<file path="config.mk">
export PLATFORM = sky130hd
export DESIGN_NAME = timer_clock_prescale_counters
export DESIGN_NICKNAME = d
export VERILOG_FILES = /design/src/hw/timer_clk_pkg.sv /design/src/hw/prescale_if.sv /design/src/hw/tick_prescaler.sv /design/src/hw/timer_clock_prescale_counters.sv
export VERILOG_INCLUDE_DIRS = /design/src /design/src/hw
export SDC_FILE = /design/constraint.sdc
export NUM_CORES = 1
export LEC_CHECK = 0
export BUFFER_PORTS_ARGS = -buffer_cell sky130_fd_sc_hd__buf_4
export CORE_MARGIN = 2
export CORE_UTILIZATION = 35
export DETAILED_ROUTE_END_ITERATION = 10
export SETUP_SLACK_MARGIN = 0.02
export SYNTH_ARGS = -nofsm -noshare
export SYNTH_HDL_FRONTEND = slang
export SYNTH_HIERARCHICAL = 1
export SYNTH_SLANG_ARGS = --single-unit
</file>
<file path="constraint.sdc">
create_clock -name sys_clk_i -period 2.3 [get_ports sys_clk_i]
set_input_delay 0.345 -clock sys_clk_i [delete_from_list [all_inputs] [get_ports sys_clk_i]]
set_output_delay 0.345 -clock sys_clk_i [all_outputs]
set_load 0.02 [all_outputs]
</file>
<file path="src/hw/timer_clk_consts.svh">
// offsets, field positions, reset values and divide counts of the timer block
`ifndef TIMER_CLK_CONSTS_SVH
`define TIMER_CLK_CONSTS_SVH

// register indices; byte address is four times the index
`define IDX_T0_LOW 8'h8a
`define IDX_T1_LOW 8'h8b
`define IDX_T0_HIGH 8'h8c
`define IDX_T1_HIGH 8'h8d
`define IDX_CLK_CTL 8'h8e
`define IDX_RUN_CTL 8'h8f

// clock control fields
`define CTL_PRESC_LSB 0
`define CTL_PRESC_MSB 1
`define CTL_T0_SEL 2
`define CTL_T1_SEL 3
`define CTL_WIDTH 4

// run control fields
`define RUN_T0 0
`define RUN_T1 1
`define RUN_T0_EXT 2
`define RUN_T1_EXT 3
`define RUN_WIDTH 4

`define RST_CTL 4'h0
`define RST_RUN 4'h0
`define RST_COUNT 16'h0000

// prescale codes and divisors
`define CODE_DIV_12 2'h0
`define CODE_DIV_4 2'h1
`define CODE_DIV_48 2'h2
`define DIV_12 6'h0c
`define DIV_4 6'h04
`define DIV_48 6'h30
`define EXT_DIV_LAST 3'h7

`define RESP_OKAY 2'h0
`define RESP_SLVERR 2'h2

`endif

</file>
<file path="src/hw/timer_clk_pkg.sv">
// types shared by the timer clock and count block
`default_nettype none
package timer_clk_pkg;

    typedef enum logic [2:0] {
        WR_IDLE = 3'h0,
        WR_AW = 3'h1,
        WR_EXEC = 3'h3,
        WR_RESP = 3'h2,
        WR_W = 3'h4
    } wr_state_type;

    typedef struct packed {
        wr_state_type wst;
        logic [7:0] widx;
        logic whit;
        logic [7:0] wdat;
        logic wen;
        logic awready;
        logic wready;
        logic bvalid;
        logic [1:0] bresp;
        logic arready;
        logic rvalid;
        logic [31:0] rdata;
        logic [1:0] rresp;
        logic [3:0] ctl;
        logic [3:0] run;
        logic [1:0][15:0] cnt;
        logic [1:0] ovf;
    } top_state_type;

    typedef struct packed {
        logic [1:0] code;
        logic [5:0] cnt;
        logic tick;
        logic sync1;
        logic sync2;
        logic sync3;
        logic [2:0] ecnt;
        logic etick;
    } presc_state_type;

endpackage
`default_nettype wire

</file>
<file path="src/hw/prescale_if.sv">
// prescale code down, tick pulses up between the block and its prescaler
`timescale 1ns/10ps
`default_nettype none
interface prescale_if;
    logic [1:0] code;
    logic ext_level;
    logic presc_tick;
    logic ext_tick;
    modport ctl (
        output code,
        output ext_level,
        input presc_tick,
        input ext_tick
    );
    modport gen (
        input code,
        input ext_level,
        output presc_tick,
        output ext_tick
    );
endinterface
`default_nettype wire

</file>
<file path="src/hw/tick_prescaler.sv">
// shared prescaler and external clock divide-by-eight tick source
`timescale 1ns/10ps
`default_nettype none
`include "timer_clk_consts.svh"
module tick_prescaler (
    input wire logic sys_clk_i,
    input wire logic reset_i,
    prescale_if.gen pif
);
    import timer_clk_pkg::*;

    presc_state_type q;
    presc_state_type d;
    logic [5:0] div;

    always_comb begin
        case (pif.code)
            `CODE_DIV_12: div = `DIV_12;
            `CODE_DIV_4: div = `DIV_4;
            `CODE_DIV_48: div = `DIV_48;
            default: div = `DIV_12;
        endcase
        d = q;
        d.tick = 1'b0;
        d.etick = 1'b0;
        d.code = pif.code;
        // a new code restarts the count so no short period leaks out
        if (pif.code != q.code) begin
            d.cnt = 6'h00;
        end else if (q.cnt >= div - 6'h01) begin
            d.cnt = 6'h00;
            d.tick = 1'b1;
        end else begin
            d.cnt = q.cnt + 6'h01;
        end
        d.sync1 = pif.ext_level;
        d.sync2 = q.sync1;
        d.sync3 = q.sync2;
        if (q.sync2 && !q.sync3) begin
            d.ecnt = q.ecnt + 3'h1;
            d.etick = (q.ecnt == `EXT_DIV_LAST);
        end
    end

    always_ff @(posedge sys_clk_i or posedge reset_i) begin
        if (reset_i) begin
            q <= '0;
        end else begin
            q <= d;
        end
    end

    assign pif.presc_tick = q.tick;
    assign pif.ext_tick = q.etick;

    // cycles since the last tick or code change
    logic [5:0] gap_q;
    logic [2:0] edges_q;
    always_ff @(posedge sys_clk_i or posedge reset_i) begin
        if (reset_i) begin
            gap_q <= 6'h00;
            edges_q <= 3'h0;
        end else begin
            if (pif.code != q.code) begin
                gap_q <= 6'h00;
            end else if (q.tick) begin
                gap_q <= 6'h01;
            end else begin
                gap_q <= gap_q + 6'h01;
            end
            if (q.sync2 && !q.sync3) begin
                edges_q <= edges_q + 3'h1;
            end
        end
    end
endmodule
`default_nettype wire

</file>
<file path="src/hw/timer_clock_prescale_counters.sv">
// timer clock selection, shared prescaler and count registers on axi4-lite
//
// The AXI4-Lite interface to the registers is this design's own decision.
`timescale 1ns/10ps
`default_nettype none
`include "timer_clk_consts.svh"
module timer_clock_prescale_counters (
    input wire logic sys_clk_i,
    input wire logic reset_i,
    input wire logic awvalid_i,
    output var logic awready_o,
    input wire logic [11:0] awaddr_i,
    input wire logic wvalid_i,
    output var logic wready_o,
    input wire logic [31:0] wdata_i,
    input wire logic [3:0] wstrb_i,
    output var logic bvalid_o,
    input wire logic bready_i,
    output var logic [1:0] bresp_o,
    input wire logic arvalid_i,
    output var logic arready_o,
    input wire logic [11:0] araddr_i,
    output var logic rvalid_o,
    input wire logic rready_i,
    output var logic [31:0] rdata_o,
    output var logic [1:0] rresp_o,
    input wire logic ext_clk_i,
    output var logic t0_overflow_o,
    output var logic t1_overflow_o
);
    import timer_clk_pkg::*;

    top_state_type q;
    top_state_type d;
    logic [1:0] tick;
    logic [1:0] wr_t;

    prescale_if pif ();

    tick_prescaler u_presc (
        .sys_clk_i(sys_clk_i),
        .reset_i(reset_i),
        .pif(pif.gen)
    );

    assign pif.code = q.ctl[`CTL_PRESC_MSB:`CTL_PRESC_LSB];
    assign pif.ext_level = ext_clk_i;

    function automatic logic addr_hit(input logic [11:0] a);
        logic [7:0] i;
        i = a[9:2];
        addr_hit = (a[11:10] == 2'h0) && (i >= `IDX_T0_LOW)
            && (i <= `IDX_RUN_CTL);
    endfunction

    function automatic logic [7:0] rd_byte(input logic [7:0] i,
                                           input top_state_type s);
        case (i)
            `IDX_T0_LOW: rd_byte = s.cnt[0][7:0];
            `IDX_T0_HIGH: rd_byte = s.cnt[0][15:8];
            `IDX_T1_LOW: rd_byte = s.cnt[1][7:0];
            `IDX_T1_HIGH: rd_byte = s.cnt[1][15:8];
            `IDX_CLK_CTL: rd_byte = {4'h0, s.ctl};
            `IDX_RUN_CTL: rd_byte = {4'h0, s.run};
            default: rd_byte = 8'h00;
        endcase
    endfunction

    // a pending write lands in the exec state
    always_comb begin
        for (int i = 0; i < 2; i++) begin
            wr_t[i] = (q.wst == WR_EXEC) && q.whit && q.wen
                && ((q.widx == `IDX_T0_LOW + 8'(i))
                || (q.widx == `IDX_T0_HIGH + 8'(i)));
        end
    end

    // per timer count clock: external, system or prescaled
    always_comb begin
        for (int i = 0; i < 2; i++) begin
            if (q.run[`RUN_T0_EXT + i]) begin
                tick[i] = q.run[`RUN_T0 + i] && pif.ext_tick;
            end else if (q.ctl[`CTL_T0_SEL + i]) begin
                tick[i] = q.run[`RUN_T0 + i];
            end else begin
                tick[i] = q.run[`RUN_T0 + i] && pif.presc_tick;
            end
        end
    end

    always_comb begin
        d = q;
        // read channel
        if (q.rvalid && rready_i) begin
            d.rvalid = 1'b0;
        end
        if (arvalid_i && q.arready) begin
            d.rvalid = 1'b1;
            d.rdata = {24'h000000, rd_byte(araddr_i[9:2], q)};
            d.rresp = addr_hit(araddr_i) ? `RESP_OKAY : `RESP_SLVERR;
        end
        d.arready = !d.rvalid;
        // write channel, address and data in either order
        if (awvalid_i && q.awready) begin
            d.widx = awaddr_i[9:2];
            d.whit = addr_hit(awaddr_i);
        end
        if (wvalid_i && q.wready) begin
            d.wdat = wdata_i[7:0];
            d.wen = wstrb_i[0];
        end
        case (q.wst)
            WR_IDLE: begin
                // readies are low for one cycle after reset
                if (awvalid_i && q.awready && wvalid_i && q.wready) begin
                    d.wst = WR_EXEC;
                end else if (awvalid_i && q.awready) begin
                    d.wst = WR_AW;
                end else if (wvalid_i && q.wready) begin
                    d.wst = WR_W;
                end
            end
            WR_AW: begin
                if (wvalid_i) begin
                    d.wst = WR_EXEC;
                end
            end
            WR_W: begin
                if (awvalid_i) begin
                    d.wst = WR_EXEC;
                end
            end
            WR_EXEC: begin
                d.bvalid = 1'b1;
                d.bresp = q.whit ? `RESP_OKAY : `RESP_SLVERR;
                d.wst = WR_RESP;
            end
            WR_RESP: begin
                if (bready_i) begin
                    d.bvalid = 1'b0;
                    d.wst = WR_IDLE;
                end
            end
            default: d.wst = WR_IDLE;
        endcase
        d.awready = (d.wst == WR_IDLE) || (d.wst == WR_W);
        d.wready = (d.wst == WR_IDLE) || (d.wst == WR_AW);
        // counting; a software load of either byte wins that cycle
        for (int i = 0; i < 2; i++) begin
            d.ovf[i] = 1'b0;
            if (wr_t[i]) begin
                if (q.widx == `IDX_T0_LOW + 8'(i)) begin
                    d.cnt[i][7:0] = q.wdat;
                end else begin
                    d.cnt[i][15:8] = q.wdat;
                end
            end else if (tick[i]) begin
                d.cnt[i] = q.cnt[i] + 16'h0001;
                d.ovf[i] = (q.cnt[i] == 16'hffff);
            end
        end
        // control writes; run changes never touch the counts
        if ((q.wst == WR_EXEC) && q.whit && q.wen) begin
            if (q.widx == `IDX_CLK_CTL) begin
                d.ctl = q.wdat[`CTL_WIDTH-1:0];
            end
            if (q.widx == `IDX_RUN_CTL) begin
                d.run = q.wdat[`RUN_WIDTH-1:0];
            end
        end
    end

    always_ff @(posedge sys_clk_i or posedge reset_i) begin
        if (reset_i) begin
            q <= '0;
            q.wst <= WR_IDLE;
            q.ctl <= `RST_CTL;
            q.run <= `RST_RUN;
            q.cnt[0] <= `RST_COUNT;
            q.cnt[1] <= `RST_COUNT;
        end else begin
            q <= d;
        end
    end

    assign awready_o = q.awready;
    assign wready_o = q.wready;
    assign bvalid_o = q.bvalid;
    assign bresp_o = q.bresp;
    assign arready_o = q.arready;
    assign rvalid_o = q.rvalid;
    assign rdata_o = q.rdata;
    assign rresp_o = q.rresp;
    assign t0_overflow_o = q.ovf[0];
    assign t1_overflow_o = q.ovf[1];

    // checks
    logic [15:0] c0;
    logic [15:0] c1;
    logic [7:0] wd;
    assign c0 = q.cnt[0];
    assign c1 = q.cnt[1];
    assign wd = q.wdat;
endmodule
`default_nettype wire

</file>
* Word level (Yosys, flattened, before mapping)
Cells that the tools add are included.
** Storage, ports and cells
- Register bits after elaboration :: 96
- Bits of input ports :: 68
- Logic and storage cells :: 142
** Operators by class
- Add/subtract/negate cells :: 5
- Order comparisons :: 5
- Eq/ne operators :: 29
- Muxes and demuxes :: 36
- Reductions and logical operators :: 39
** Operator list (number)
- 8-bit equality test, second input constant :: 12
- 16-bit 2-to-1 mux :: 4
- 8-bit one-hot mux with 6 select lines :: 1
- 35-bit 2-to-1 mux :: 1
- 16-bit by 1-bit adder with 16-bit output, second input constant :: 2
- 16-bit equality test, second input constant :: 2
- 8-bit 2-to-1 mux :: 4
- 1-bit logical AND :: 19
- 3-bit 2-to-1 mux :: 6
- 8-bit greater-or-equal comparator, second input constant :: 2
- 8-bit less-or-equal comparator, second input constant :: 2
- 3-bit one-hot mux with 5 select lines :: 1
- 2-bit AND reduction :: 7
- 1-bit 2-to-1 mux :: 13
- 6-bit 2-to-1 mux :: 2
- 6-bit one-hot mux with 2 select lines :: 1
- 3-bit equality test, second input constant :: 3
- 6-bit by 1-bit adder with 6-bit output, second input constant :: 1
- 3-bit by 1-bit equality test with 1-bit output, second input constant :: 2
- 3-bit by 2-bit equality test with 1-bit output, second input constant :: 2
- 6-bit greater-or-equal comparator :: 1
- 3-bit zero test :: 2
- 2-bit != test, second input constant :: 3
- 2-bit nonzero test :: 3
- other kinds (11) :: 18

* Depth between registers and ports, before layout
Gate-level depths: netlist of the first run.
- Word-level depth :: 7
- Mapped depth :: 8
- Depth with buffers taken out :: 6

* Cells and area by module
The synthesis of the first run kept the hierarchy.
** Modules (own cells, without submodules)
- timer_clock_prescale_counters :: times used 1, cells an instance 502, area each 4802.1 µm²
- tick_prescaler :: times used 1, cells an instance 55, area each 701.9 µm²

* Least setup slack after synthesis of the first run
Ideal clock, no wire load.
- Path kind :: flip-flop to flip-flop
- From :: register q[99] (netlist name)
- To :: register q, in the netlist c0[13]
- Data arrival time :: 1.664 ns
- Required time :: 2.179 ns
- Setup slack :: 0.515 ns
- Stages on the path, launching flop included :: 8
- Buffers on the path :: 2
- Clock period less this slack :: 1.785 ns
- Path through :: dfrtp_1 > nand4bb_1 > buf_2 > or4_4 > buf_6 > nor3_2 > a41oi_1 > o22a_1
** Between the ends
- Longest elaborated chain between the ends :: 5
- Elaborated cells between the ends (all ways) :: 8
** RTL lines
- start: declaration :: RTL line timer_clock_prescale_counters.sv:33 : top_state_type q;
- 8-bit equality test, on equally long branches :: RTL line timer_clock_prescale_counters.sv:73, timer_clock_prescale_counters.sv:152, timer_clock_prescale_counters.sv:74
- 1-bit logical OR :: RTL line timer_clock_prescale_counters.sv:73 : && ((q.widx == `IDX_T0_LOW + 8'(i))
- 1-bit logical AND :: RTL line timer_clock_prescale_counters.sv:72 : wr_t[i] = (q.wst == WR_EXEC) && q.whit && q.wen
- 2-bit != test (no line) / 2-bit nonzero test (equally long branches)
- 2-bit AND reduction (no line)
Parallel ways exist; a longest one is shown, timed or not.
A chain may end at the register's enable or synchronous reset.

* Worst setup path after layout of the first run
- From :: register q[103] (netlist name)
- To :: register q, in the netlist c0[13]
** Between the ends
- Longest elaborated chain between the ends :: 6
- Elaborated cells between the ends (all ways) :: 8
** RTL lines (RTL line)
- 3-bit by 2-bit equality test with 1-bit output (*) :: timer_clock_prescale_counters.sv:72
- 1-bit logical AND (*) (3 in a row) :: timer_clock_prescale_counters.sv:72
- 2-bit != test (no line) / 2-bit nonzero test (equally long branches)
- 2-bit AND reduction (no line)
Mark *: on every way between the ends. The rest lies on a longest branch, timed or not.

==> results of run 1 <==
-- routing by layer --
metal	GRT usage	wire, µm	up-vias	part of all wire
li1	-	-	2125	-
met1	0.2306	6247	2147	0.46
met2	0.2653	6077	187	0.45
met3	0.04913	1009	20	0.074
met4	0.05307	318	0	0.023
met5	0	0	-	0
-- where the power goes --
| part | switching [mW] | internal, mW | total, mW |
|---|---|---|---|
| registers | 0.457 | 1.95 | 2.40 |
| logic | 0.734 | 0.595 | 1.33 |
| clock network | 0.693 | 0.854 | 1.55 |
-- synth_stat cells (3+ instances only) --
cell / number / area, µm²
sky130_fd_sc_hd__dfrtp_1: 94 / 2352
sky130_fd_sc_hd__buf_4: 40 / 300.3
sky130_fd_sc_hd__a21oi_1: 37 / 185.2
sky130_fd_sc_hd__nand2_1: 37 / 138.9
sky130_fd_sc_hd__o21ai_0: 35 / 175.2
sky130_fd_sc_hd__mux2_2: 33 / 371.6
sky130_fd_sc_hd__nand3_1: 19 / 95.09
sky130_fd_sc_hd__nor2_1: 19 / 71.32
sky130_fd_sc_hd__nand4_1: 18 / 112.6
sky130_fd_sc_hd__inv_1: 14 / 52.55
sky130_fd_sc_hd__nor3_1: 14 / 70.07
sky130_fd_sc_hd__a22oi_1: 12 / 90.09
sky130_fd_sc_hd__a2bb2oi_1: 12 / 105.1
sky130_fd_sc_hd__clkbuf_1: 12 / 45.04
sky130_fd_sc_hd__ha_1: 9 / 112.6
sky130_fd_sc_hd__o211ai_1: 8 / 60.06
sky130_fd_sc_hd__o21ai_1: 8 / 40.04
sky130_fd_sc_hd__and3_1: 7 / 43.79
sky130_fd_sc_hd__nor4_1: 7 / 43.79
sky130_fd_sc_hd__o22ai_1: 7 / 43.79
sky130_fd_sc_hd__a21boi_0: 6 / 45.04
sky130_fd_sc_hd__a221oi_1: 6 / 52.55
sky130_fd_sc_hd__a22o_1: 6 / 52.55
sky130_fd_sc_hd__buf_2: 6 / 30.03
sky130_fd_sc_hd__nand2b_1: 6 / 37.54
sky130_fd_sc_hd__mux2i_1: 5 / 50.05
sky130_fd_sc_hd__nor2b_1: 5 / 31.28
sky130_fd_sc_hd__a31oi_1: 4 / 25.02
sky130_fd_sc_hd__and3b_1: 4 / 35.03
sky130_fd_sc_hd__nor3_2: 4 / 40.04
sky130_fd_sc_hd__o2111ai_1: 4 / 35.03
sky130_fd_sc_hd__or3_1: 4 / 25.02
sky130_fd_sc_hd__xor2_1: 4 / 35.03
sky130_fd_sc_hd__a31o_2: 3 / 26.28
sky130_fd_sc_hd__and2_1: 3 / 18.77
sky130_fd_sc_hd__buf_6: 3 / 33.78
sky130_fd_sc_hd__xnor2_1: 3 / 26.28
-- through the flow --
step	instances	util	hold slack (ns)	total power, mW
2_1_floorplan	582	-	0.2587	3.296
3_3_place_gp	801	0.3926	0.3415	3.708
3_5_place_dp	801	0.3926	0.3357	3.764
4_1_cts	817	0.4125	0.07723	5.325
5_1_grt	817	0.4125	0.07086	5.582
6_report	817	0.4125	0.06451	5.281
-- state kept, by name, indices dropped and copies added (netlist names) --
register	flops
awready_o	1
u_presc/pif.presc_tick	1
q	19
u_presc/d	2
t1_overflow_o	1
u_presc/q	12
bresp_o	1
c1	16
pif.code	2
arready_o	1
wd	8
bvalid_o	1
c0	16
rvalid_o	1
u_presc/pif.ext_tick	1
wready_o	1
rresp_o	1
t0_overflow_o	1
rdata_o	8
-- worst paths after layout --
path	start	end	slack [ns]	cells after the start
setup / recovery	q[103]	c0[13]	0.18	5
hold / removal	reset_i	u_presc/q[2]	0.06	2
setup reg to reg	q[103]	c0[13]	0.18	5
hold reg to reg	u_presc/d[5]	u_presc/d[4]	0.36	0
max in group asynchronous	reset_i	c0[9]	1.53	3
min in group sys_clk_i	ext_clk_i	u_presc/d[5]	0.09	1
-- cell usage in the layout, fill, tap and decap left out, types with 8 or more instances in the layout --
master,netlist,layout
sky130_fd_sc_hd__a21oi_1,37,37
sky130_fd_sc_hd__a22oi_1,12,12
sky130_fd_sc_hd__a2bb2oi_1,12,12
sky130_fd_sc_hd__buf_4,40,69
sky130_fd_sc_hd__clkbuf_16,0,9
sky130_fd_sc_hd__conb_1,2,27
sky130_fd_sc_hd__dfrtp_1,94,94
sky130_fd_sc_hd__ha_1,9,9
sky130_fd_sc_hd__inv_1,14,13
sky130_fd_sc_hd__mux2_2,33,33
sky130_fd_sc_hd__nand2_1,37,37
sky130_fd_sc_hd__nand3_1,19,19
sky130_fd_sc_hd__nand4_1,18,18
sky130_fd_sc_hd__nor2_1,19,19
sky130_fd_sc_hd__nor3_1,14,14
sky130_fd_sc_hd__o211ai_1,8,8
sky130_fd_sc_hd__o21ai_0,35,35
sky130_fd_sc_hd__o21ai_1,8,8
-- kinds of logic (layout without fill, tap and decap cells) --
group,count (synthesis),count (layout),share of synthesized area
AO/OA/AOI/OAI,163,163,0.1969
XOR/XNOR,8,8,0.01410
adder cells (fa/ha/maj),9,9,0.02046
buffers and inverters,76,100,0.08456
flip-flops,94,94,0.4274
multiplexers,39,39,0.08070
other,2,27,0.001364
AND/OR/NAND/NOR,166,166,0.1746
-- cell type report --
type / instances / area share
Clock buffer: 9 / 0.03578
Multi-Input combinational cell: 412 / 0.4417
Clock inverter: 7 / 0.01252
Inverter: 14 / 0.008945
Timing Repair Buffer: 70 / 0.08547
Tap cell: 211 / 0.04194
Sequential cell: 94 / 0.3737
==> results.md, run 1 <==
Timing:
- Static timing analysis puts the maximum clock frequency at 470.6 MHz.
- The final worst clock skew is 0.004124 ns.
- For the pin with the worst max-slew slack, the measured transition is 0.7019 ns.
- The final critical path time including I/O delays and setup is 2.125 ns.
- The worst setup slack after layout is 0.1751 ns.
- The number of failing hold endpoints at the final stage is 0.
- Setup violations remaining at the end of the flow were counted as 0.
- The max-slew violation count is 0.
- For the final routed database, the setup TNS stands at 0 ns.
- Setup repair after global routing left no endpoint under its margin.
- In this run the tightest slew margin relative to its limit is 0.5311.
- In the finished design, the share of the clock period the worst path needs comes to 0.9239.

Floorplanning:
- The area of the core region is 15260 µm².
- The total I/O pin count is 111.
- The die area is 16740 µm².
- The cell row count is 45.
- The initial cell density of the core is 0.3607.
- The height of the die is 129.4 µm.
- The width of the die is 129.4 µm.

Global route:
- The via count of the first global-routing pass is 4242.
- The first global-routing pass estimated 22180 µm of wire.
- For this run the aggregate overflow at the end of global routing stands at 0.
- The initial antenna violation count was 0.
- Across every metal layer, demand over resource in global routing totals 0.1705.
- Entering global routing, the biggest net connects 49 pins.

Yosys:
- In the synthesized netlist the dominant register cell turns out to be sky130_fd_sc_hd__dfrtp_1.
- The sequential-to-total area share from yosys stat is 0.4274.
- The mean post-synth cell area is 9.882 µm².
- The cell area that synthesis handed to floorplanning was 5504 µm².
- The synthesized design contains 94 register bits.
- Yosys mapped a number of flops with a built-in enable equal to 0.
- The Yosys step of the flow raised 6 warnings.
- Counting flops with an async set or reset pin after synthesis yields a share of 1.000.
- After synthesis, the netlist uses 68 different library cells.
- Synthesis handed over a netlist of 557 instances.

Routing:
- Summing over every cut layer, the via total after detailed routing is 4479.
- The number of vias per cell is 5.482.
- The average detailed-routed wire length per instance is 16.71 µm.
- Before antenna repair, the detailed router went through 5 iterations.
- The DRC violation count after routing is 0.
- The violation count after the first detailed-routing iteration is 513.
- The total wire length after detailed routing is 13650 µm.
- The detail route stage leaves a number of antenna-violating nets equal to 0.

Setup path:
- At the worst endpoint, the arrival time is 2.37 ns.
- Walking the worst path, the cells encountered are nand3b_1 > or4_4 > nor3_2 > a41oi_1 > o22a_1.
- Broken down by cell family, the worst path's largest delay share belongs to simple AND/OR/NAND/NOR gates.
- The critical path is of the flop to flop type.
- In this design, the stage delay of the slowest critical-path cell is 0.70 ns.
- The critical-path cell with the highest stage delay is sky130_fd_sc_hd__or4_4.
- The critical path contains buffers and inverters numbering 0 combined.
- Data on the critical path is required at its endpoint by 2.54 ns.
- STA classifies the critical path startpoint as a flop.
- The worst setup path is captured at a flop.
- The top fanout value on the critical path is 10.

Layout:
- The register area is 2352 µm².
- The area occupied by multi-input gates is 2780 µm².
- Summing all non-filler instances in the final layout gives an area of 6295 µm².
- 0 antenna diodes ended up in the layout.
- The synthesis-to-finish area growth is 14.37%.
- In the final design database the tool counted 678 nets.
- The number of fill cells in the layout is 1508.
- The fraction of layout instances using a drive strength above 1 is 0.2310.

CTS:
- In this run, post-CTS hold repair placed 0 buffers.
- The clock sink total is 94.
- The later pin in the worst-skew pair is clocked with a latency of 0.36 ns.
- The number of cells upsized or downsized after cts is 0.
- The longest clock path from root to sink contains 2 buffers.
- The root buffer cell chosen for the clock tree is sky130_fd_sc_hd__clkbuf_16.
- The TritonCTS clock tree is yes.
- The clock tree synthesis step divided the H-tree into 3 levels.
- After clock tree synthesis, the clock-pin slew on the worst setup and hold paths is 0.07 ns.
- Post-CTS timing repair inserted 0 buffers for setup.
- The number of buffers inserted during clock tree synthesis is 9.

Placed design:
- In this run the cell area measured after placement is 5991 µm².
- In this run the tool buffered the top-level ports with 53 buffer cells.
- Summed over all nets, the half-perimeter wirelength after detailed placement is 10030 µm.
- At the end of routability-driven placement, the weighted congestion stood at 0.8879.
- The worst setup timing slack at the placement stage is 0.1976 ns.

Flow run:
- The number of violations of the max-capacitance limit is 0.

Power:
- Summed over all cells, the static leakage comes to 2.704 nW.
- VDD sags by at most 472.5 µV.
- For this design the ratio of total power to cell area is 838.9 nW/µm².

Worst hold path:
- The tightest min-delay check is of the primary input to asynchronous set/reset pin type.

Run status:
- The flow ran to the end, and the final reports show no timing, DRC or antenna violations.
Note: power is estimated with default switching activity, not from simulation.
==> run 2: changes to the inputs <==
--- a/config.mk
+++ b/config.mk
@@ -9,6 +9,7 @@
 export BUFFER_PORTS_ARGS = -buffer_cell sky130_fd_sc_hd__buf_4
 export CORE_MARGIN = 2
 export CORE_UTILIZATION = 35
+export CTS_BUF_LIST = sky130_fd_sc_hd__clkbuf_8
 export DETAILED_ROUTE_END_ITERATION = 10
 export SETUP_SLACK_MARGIN = 0.02
 export SYNTH_ARGS = -nofsm -noshare
==> results.md, run 2 (same netlist as run 1, synthesis figures left out) <==
Setup path:
- The top fanout value on the critical path is 10 (unchanged).
- The startpoint class of the critical path was a flop (unchanged).
- The classification of the worst setup path is flop to flop (unchanged).
- The critical path data arrival time is 2.39 ns (was 2.37 ns).
- The critical-path cell with the highest stage delay is sky130_fd_sc_hd__or4_4 (unchanged).
- The buffering stage count on the worst path with inverters included was 0 (unchanged).
- Cell-by-cell listing of the critical path: nand3b_1 > or4_4 > nor3_2 > a41oi_1 > o22a_1 (unchanged).
- The stage delay of the slowest cell on the critical path is 0.69 ns (was 0.70 ns).
- The setup slack of the most critical reg-to-reg path is 0.18 ns (about the same).
- The cell class contributing the biggest share of worst-path delay was simple AND/OR/NAND/NOR gates (unchanged).
- The data required time at the worst endpoint is 2.57 ns (was 2.54 ns).
- The kind of end point of the critical path was a flop (unchanged).

Placed design:
- The post-placement cell count was 801 (unchanged).
- The area after detailed placement is 5991 µm² (unchanged).
- The routability-driven placement congestion ratio is 0.8879 (unchanged).
- The half-perimeter wire length after placement came to 10030 µm (unchanged).
- The worst setup timing slack at the placement stage came to 0.1976 ns (unchanged).
- The quantity of I/O buffers inserted on ports was 53 (unchanged).

Timing:
- The ratio of final minimum period to clock period is 0.9210 (was 0.9239).
- The maximum operating frequency is 472.1 MHz (was 470.6 MHz).
- The final worst clock skew is 0.004377 ns (was 0.004124 ns).
- The worst setup slack after layout is 0.1817 ns (was 0.1751 ns).
- The slew at the pin closest to its max-slew limit came to 0.6948 ns (was 0.7019 ns).
- The number of failing hold endpoints at the final stage is 0 (unchanged).
- Setup repair after global routing missed its margin: no (unchanged).
- The worst-case headroom to the max-slew limit is 0.5358 (was 0.5311).
- The total negative setup slack was 0 ns (unchanged).
- The final critical path time including I/O delays and setup is 2.118 ns (was 2.125 ns).
- The total of endpoints with negative setup slack in the final report came to 0 (unchanged).
- The max-slew violation count is 0 (unchanged).

Global route:
- The global-route wire length before repair came to 22270 µm (was 22180 µm).
- The overall track demand over capacity in global routing is 0.1699 (was 0.1705).
- The sum of overflow across all layers after global routing came to 0 (unchanged).
- The initial antenna violation count came to 0 (unchanged).
- The via count of the first global-routing pass is 4254 (was 4242).
- The pin count of the biggest net entering global routing is 49 (unchanged).

Floorplanning:
- The initial cell density of the core is 0.3607 (unchanged).
- The total I/O pin count is 111 (unchanged).
- The height of the die is 129.4 µm (unchanged).
- The area of the core region is 15260 µm² (unchanged).
- The die area came to 16740 µm² (unchanged).
- The cell row count was 45 (unchanged).
- The width of the die is 129.4 µm (unchanged).

Routing:
- The violation count after the first detailed-routing iteration is 467 (was 513).
- The detailed-router iteration count before antenna repair is 5 (unchanged).
- The count of nets left with antenna violations after detail routing is 0 (unchanged).
- The DRC violation count after routing is 0 (unchanged).
- The number of vias per cell came to 5.482 (unchanged).
- The average detailed-routed wire length per instance is 16.73 µm (was 16.71 µm).
- The total wire length after detailed routing came to 13670 µm (was 13650 µm).
- The via count was 4479 (unchanged).

CTS:
- The number of buffers inserted during clock tree synthesis is 9 (unchanged).
- The TritonCTS clock tree was yes (unchanged).
- The number of cells upsized or downsized after cts is 0 (unchanged).
- The clock-pin slew on the worst setup and hold paths is 0.10 ns (was 0.07 ns).
- The setup fix buffers added after clock tree synthesis is 0 (unchanged).
- The number of H-tree levels was 3 (unchanged).
- The later-pin clock latency in the skew report is 0.38 ns (was 0.36 ns).
- The clock sink total is 94 (unchanged).
- The clock root buffer master is sky130_fd_sc_hd__clkbuf_8 (was sky130_fd_sc_hd__clkbuf_16).
- The count of hold buffers inserted by post-cts repair is 0 (unchanged).
- The maximum buffer depth of the clock tree was 2 (unchanged).

Power:
- The peak supply drop is 492.5 µV (was 472.5 µV).
- The leakage power of the design is 2.658 nW (was 2.704 nW).
- The total power per unit cell area is 789.0 nW/µm² (was 838.9 nW/µm²).
- The total power is 4.887 mW (was 5.281 mW).

Layout:
- The number of antenna cells inserted is 0 (unchanged).
- The final design area excluding fillers is 6193 µm² (was 6295 µm²).
- The most common cell after layout, fill and taps aside was sky130_fd_sc_hd__dfrtp_1 (unchanged).
- Commonest non-fill, non-tap cells in the layout: sky130_fd_sc_hd__dfrtp_1 (94), sky130_fd_sc_hd__buf_4 (69), sky130_fd_sc_hd__a21oi_1 (37), sky130_fd_sc_hd__nand2_1 (37), sky130_fd_sc_hd__o21ai_0 (35) (unchanged).
- The synthesis-to-finish area growth is 12.53% (was 14.37%).
- The flip-flop count of the largest register after layout is 19 (unchanged).
- The register with the most flip-flops was q (unchanged).
- The number of nets in the finished design is 678 (unchanged).
- The fraction of layout instances using a drive strength above 1 is 0.2310 (unchanged).
- The final non-filler cell total came to 817 (unchanged).

Flow run:
- The number of violations of the max-capacitance limit is 0 (unchanged).

Run status:
- Result of the run: finished clean (unchanged).

Worst hold path:
- The path class of the lowest-slack min-delay path is primary input to asynchronous set/reset pin (unchanged).
[run 2: layout make-up]
| class | count | area, µm² |
|---|---|---|
| clock inverter | 7 | 78.83 |
| inverter | 14 | 56.30 |
| tap | 211 | 264.0 |
| multi-input combinational | 412 | 2780 |
| sequential | 94 | 2352 |
| timing repair buffer | 70 | 538.0 |
| fill | 1518 | 9065 |
| clock buffer | 9 | 123.9 |
[run 2: path summary, 6_finish.rpt]
path                         startpoint      endpoint  cells after the start
min reg2reg                u_presc/d[5]  u_presc/d[4]                      0
max                              q[103]        c0[13]                      5
max reg2reg                      q[103]        c0[13]                      5
min in group sys_clk_i        ext_clk_i  u_presc/d[5]                      1
max in group asynchronous       reset_i         c0[9]                      3
min                             reset_i  u_presc/q[2]                      2
[run 2: per-stage QoR]
step / util / hold WS, ns
2_1_floorplan: - / 0.2587
3_3_place_gp: 0.3926 / 0.3415
3_5_place_dp: 0.3926 / 0.3357
4_1_cts: 0.4059 / 0.03731
5_1_grt: 0.4059 / 0.02473
6_report: 0.4059 / 0.03224
[run 2: routing by layer]
layer | track usage | routed length [µm] | up-vias
met2 | 0.2669 | 6094 | 176
met3 | 0.04666 | 936 | 19
met5 | 0 | 0 | -
met1 | 0.2306 | 6359 | 2167
met4 | 0.04923 | 278 | 0
li1 | - | - | 2117
[run 2: report_power, final]
part	internal, mW	switching, mW	leakage [nW]	total (mW)
logic	0.595	0.734	1.33	1.33
clock network	0.514	0.642	0.0929	1.16
registers	1.94	0.457	1.23	2.40
==> run 3: changes to the inputs <==
--- a/config.mk
+++ b/config.mk
@@ -11,6 +11,7 @@
 export CORE_UTILIZATION = 35
 export CTS_BUF_LIST = sky130_fd_sc_hd__clkbuf_8
 export DETAILED_ROUTE_END_ITERATION = 10
+export RECOVER_POWER = 50
 export SETUP_SLACK_MARGIN = 0.02
 export SYNTH_ARGS = -nofsm -noshare
 export SYNTH_HDL_FRONTEND = slang
==> results.md, run 3 (same netlist as run 1, synthesis figures left out) <==
Layout:
- The fraction of layout instances using a drive strength above 1 is 0.2294 (was 0.2310).
- The flip-flop count of the largest register after layout was 19 (unchanged).
- Commonest non-fill, non-tap cells in the layout: sky130_fd_sc_hd__dfrtp_1 (94), sky130_fd_sc_hd__buf_4 (67), sky130_fd_sc_hd__a21oi_1 (37), sky130_fd_sc_hd__nand2_1 (37), sky130_fd_sc_hd__o21ai_0 (35) (was sky130_fd_sc_hd__dfrtp_1 (94), sky130_fd_sc_hd__buf_4 (69), sky130_fd_sc_hd__a21oi_1 (37), sky130_fd_sc_hd__nand2_1 (37), sky130_fd_sc_hd__o21ai_0 (35)).
- The register with the most flip-flops is q (unchanged).
- The number of nets in the finished design is 678 (unchanged).
- The number of fill cells in the layout was 1521 (was 1518).
- The final design area excluding fillers is 6187 µm² (was 6193 µm²).
- The most common cell after layout, fill and taps aside is sky130_fd_sc_hd__dfrtp_1 (unchanged).
- The synthesis-to-finish area growth is 12.41% (was 12.53%).
- The number of antenna cells inserted is 0 (unchanged).

Flow run:
- The number of violations of the max-capacitance limit came to 0 (unchanged).

Setup path:
- The top fanout value on the critical path came to 16 (was 10).
- The startpoint class of the critical path is a flop (unchanged).
- The setup slack of the most critical reg-to-reg path is 0.18 ns (about the same).
- The critical path data arrival time came to 2.40 ns (was 2.39 ns).
- The critical register-to-register path endpoint is c0[4] (was c0[13]).
- The launching point of the worst reg2reg path is q[103] (unchanged).
- The data required time at the worst endpoint came to 2.58 ns (was 2.57 ns).
- The kind of end point of the critical path is a flop (unchanged).
- The classification of the worst setup path is flop to flop (unchanged).
- The depth of the worst register-to-register path was 7 (was 5).

Timing:
- The max-slew violation count came to 0 (unchanged).
- The total negative setup slack is 0 ns (unchanged).
- The final critical path time including I/O delays and setup is 2.119 ns (was 2.118 ns).
- The worst-case headroom to the max-slew limit came to 0.04851 (was 0.5358).
- The total of endpoints with negative setup slack in the final report is 0 (unchanged).
- The worst setup slack after layout is 0.1807 ns (was 0.1817 ns).
- The ratio of final minimum period to clock period is 0.9214 (was 0.9210).
- The slew at the pin closest to its max-slew limit is 1.419 ns (was 0.6948 ns).
- The number of failing hold endpoints at the final stage is 0 (unchanged).
- Setup repair after global routing missed its margin: no (unchanged).
- The maximum operating frequency is 471.8 MHz (was 472.1 MHz).
- The final worst clock skew is 0.004592 ns (was 0.004377 ns).

Power:
- The power share of the clock group is 0.237 (about the same).
- The leakage power of the design is 2.654 nW (was 2.658 nW).
- The design internal power is 3.053 mW (about the same).
- The switching power came to 1.827 mW (was 1.833 mW).
- The share of total power in combinational logic is 0.271 (was 0.272).
- The net switching share of the total power is 0.3744 (was 0.3751).
- The peak supply drop is 492.0 µV (was 492.5 µV).
- The sequential group share of total power is 0.492 (was 0.491).
- The total power per unit cell area is 788.7 nW/µm² (was 789.0 nW/µm²).

Routing:
- The via count is 4461 (was 4479).
- The average detailed-routed wire length per instance came to 16.66 µm (was 16.73 µm).
- The total wire length after detailed routing came to 13610 µm (was 13670 µm).
- The number of vias per cell is 5.460 (was 5.482).
- The violation count after the first detailed-routing iteration came to 493 (was 467).
- The DRC violation count after routing was 0 (unchanged).
- The count of nets left with antenna violations after detail routing is 0 (unchanged).
- The detailed-router iteration count before antenna repair is 5 (unchanged).

Global route:
- The sum of overflow across all layers after global routing is 0 (unchanged).
- The global-route wire length before repair is 22270 µm (unchanged).
- The pin count of the biggest net entering global routing came to 49 (unchanged).
- The via count of the first global-routing pass is 4254 (unchanged).
- The overall track demand over capacity in global routing came to 0.1699 (unchanged).
- The initial antenna violation count came to 0 (unchanged).

Run status:
- Result of the run: finished clean (unchanged).

CTS:
- The TritonCTS clock tree is yes (unchanged).
- The clock-pin slew on the worst setup and hold paths is 0.10 ns (about the same).
- The clock root buffer master is sky130_fd_sc_hd__clkbuf_8 (unchanged).
- The clock sink total is 94 (unchanged).
- The later-pin clock latency in the skew report is 0.38 ns (about the same).
- The count of hold buffers inserted by post-cts repair is 0 (unchanged).
- The number of buffers inserted during clock tree synthesis is 9 (unchanged).
- The number of H-tree levels was 3 (unchanged).
- The maximum buffer depth of the clock tree is 2 (unchanged).
- The number of cells upsized or downsized after cts is 0 (unchanged).
- The setup fix buffers added after clock tree synthesis is 0 (unchanged).

Floorplanning:
- The initial cell density of the core is 0.3607 (unchanged).
- The area of the core region is 15260 µm² (unchanged).
- The width of the die is 129.4 µm (unchanged).
- The die area is 16740 µm² (unchanged).
- The cell row count came to 45 (unchanged).
- The height of the die is 129.4 µm (unchanged).
- The total I/O pin count is 111 (unchanged).

Placed design:
- The quantity of I/O buffers inserted on ports was 53 (unchanged).
- The half-perimeter wire length after placement was 10030 µm (unchanged).
- The worst setup timing slack at the placement stage is 0.1976 ns (unchanged).
- The routability-driven placement congestion ratio was 0.8879 (unchanged).
- The area after detailed placement came to 5991 µm² (unchanged).

Worst hold path:
- The path class of the lowest-slack min-delay path is primary input to asynchronous set/reset pin (unchanged).
run 3: changes by cell type in the layout (fill, tap and decap cells not counted):
| cell | before | now |
|---|---|---|
| sky130_fd_sc_hd__clkbuf_1 | 0 | 1 |
| sky130_fd_sc_hd__clkbuf_4 | 0 | 1 |
| sky130_fd_sc_hd__clkinvlp_2 | 0 | 1 |
| sky130_fd_sc_hd__clkinvlp_4 | 4 | 3 |
| sky130_fd_sc_hd__buf_4 | 69 | 67 |
run 3: metrics by stage:
stage	power, mW	instances	hold slack [ns]	utilization
detailed placement	3.764	801	0.3357	0.3926
CTS	4.928	817	0.03731	0.4059
global placement	3.708	801	0.3415	0.3926
finish	4.880	817	0.006157	0.4055
floorplan	3.296	582	0.2587	-
global route	5.188	817	0.04699	0.4055
run 3: per-layer routing:
metal	vias up	share of wire	track usage	routed length, µm
li1	2119	-	-	-
met1	2147	0.47	0.2306	6358
met2	178	0.45	0.2669	6103
met3	17	0.065	0.04666	880
met4	0	0.019	0.04923	265
met5	-	0	0	0
run 3: critical path, stage by stage, from the launching register on:
cell	delay [ns]
sky130_fd_sc_hd__dfrtp_1	0.46
sky130_fd_sc_hd__nand3b_1	0.32
sky130_fd_sc_hd__buf_4	0.23
sky130_fd_sc_hd__nor4_1	0.34
sky130_fd_sc_hd__o211ai_1	0.14
sky130_fd_sc_hd__buf_4	0.21
sky130_fd_sc_hd__a21boi_0	0.14
sky130_fd_sc_hd__o21a_1	0.18
run 3: cell type report:
class,instances,area (µm²),area share
inverters,14,53.80,0.008696
clock inverters,7,78.83,0.01274
multi-input cells,412,2780,0.4493
repair buffers,70,534.3,0.08635
well taps,211,264.0,0.04267
clock buffers,9,123.9,0.02002
flip-flops and latches,94,2352,0.3802
run 3: worst max path at each step:
stage                     startpoint     end  slack [ns]
after global placement        q[103]   c0[4]        0.26
after detailed placement      q[103]   c0[4]        0.20
final                         q[103]   c0[4]        0.18
after global routing           c0[0]  c0[10]        0.04
after floorplan                q[99]  c0[13]        0.52
after CTS                     q[103]   c0[4]        0.20
run 3: power by group through the flow:
stage / Combinational, mW / Sequential [mW] / Clock [mW]
final: 1.32 / 2.40 / 1.16
after global routing: 1.47 / 2.45 / 1.27
after CTS: 1.34 / 2.40 / 1.20
after detailed placement: 1.33 / 2.43 / 0
after global placement: 1.30 / 2.41 / 0
after floorplan: 1.04 / 2.25 / 0
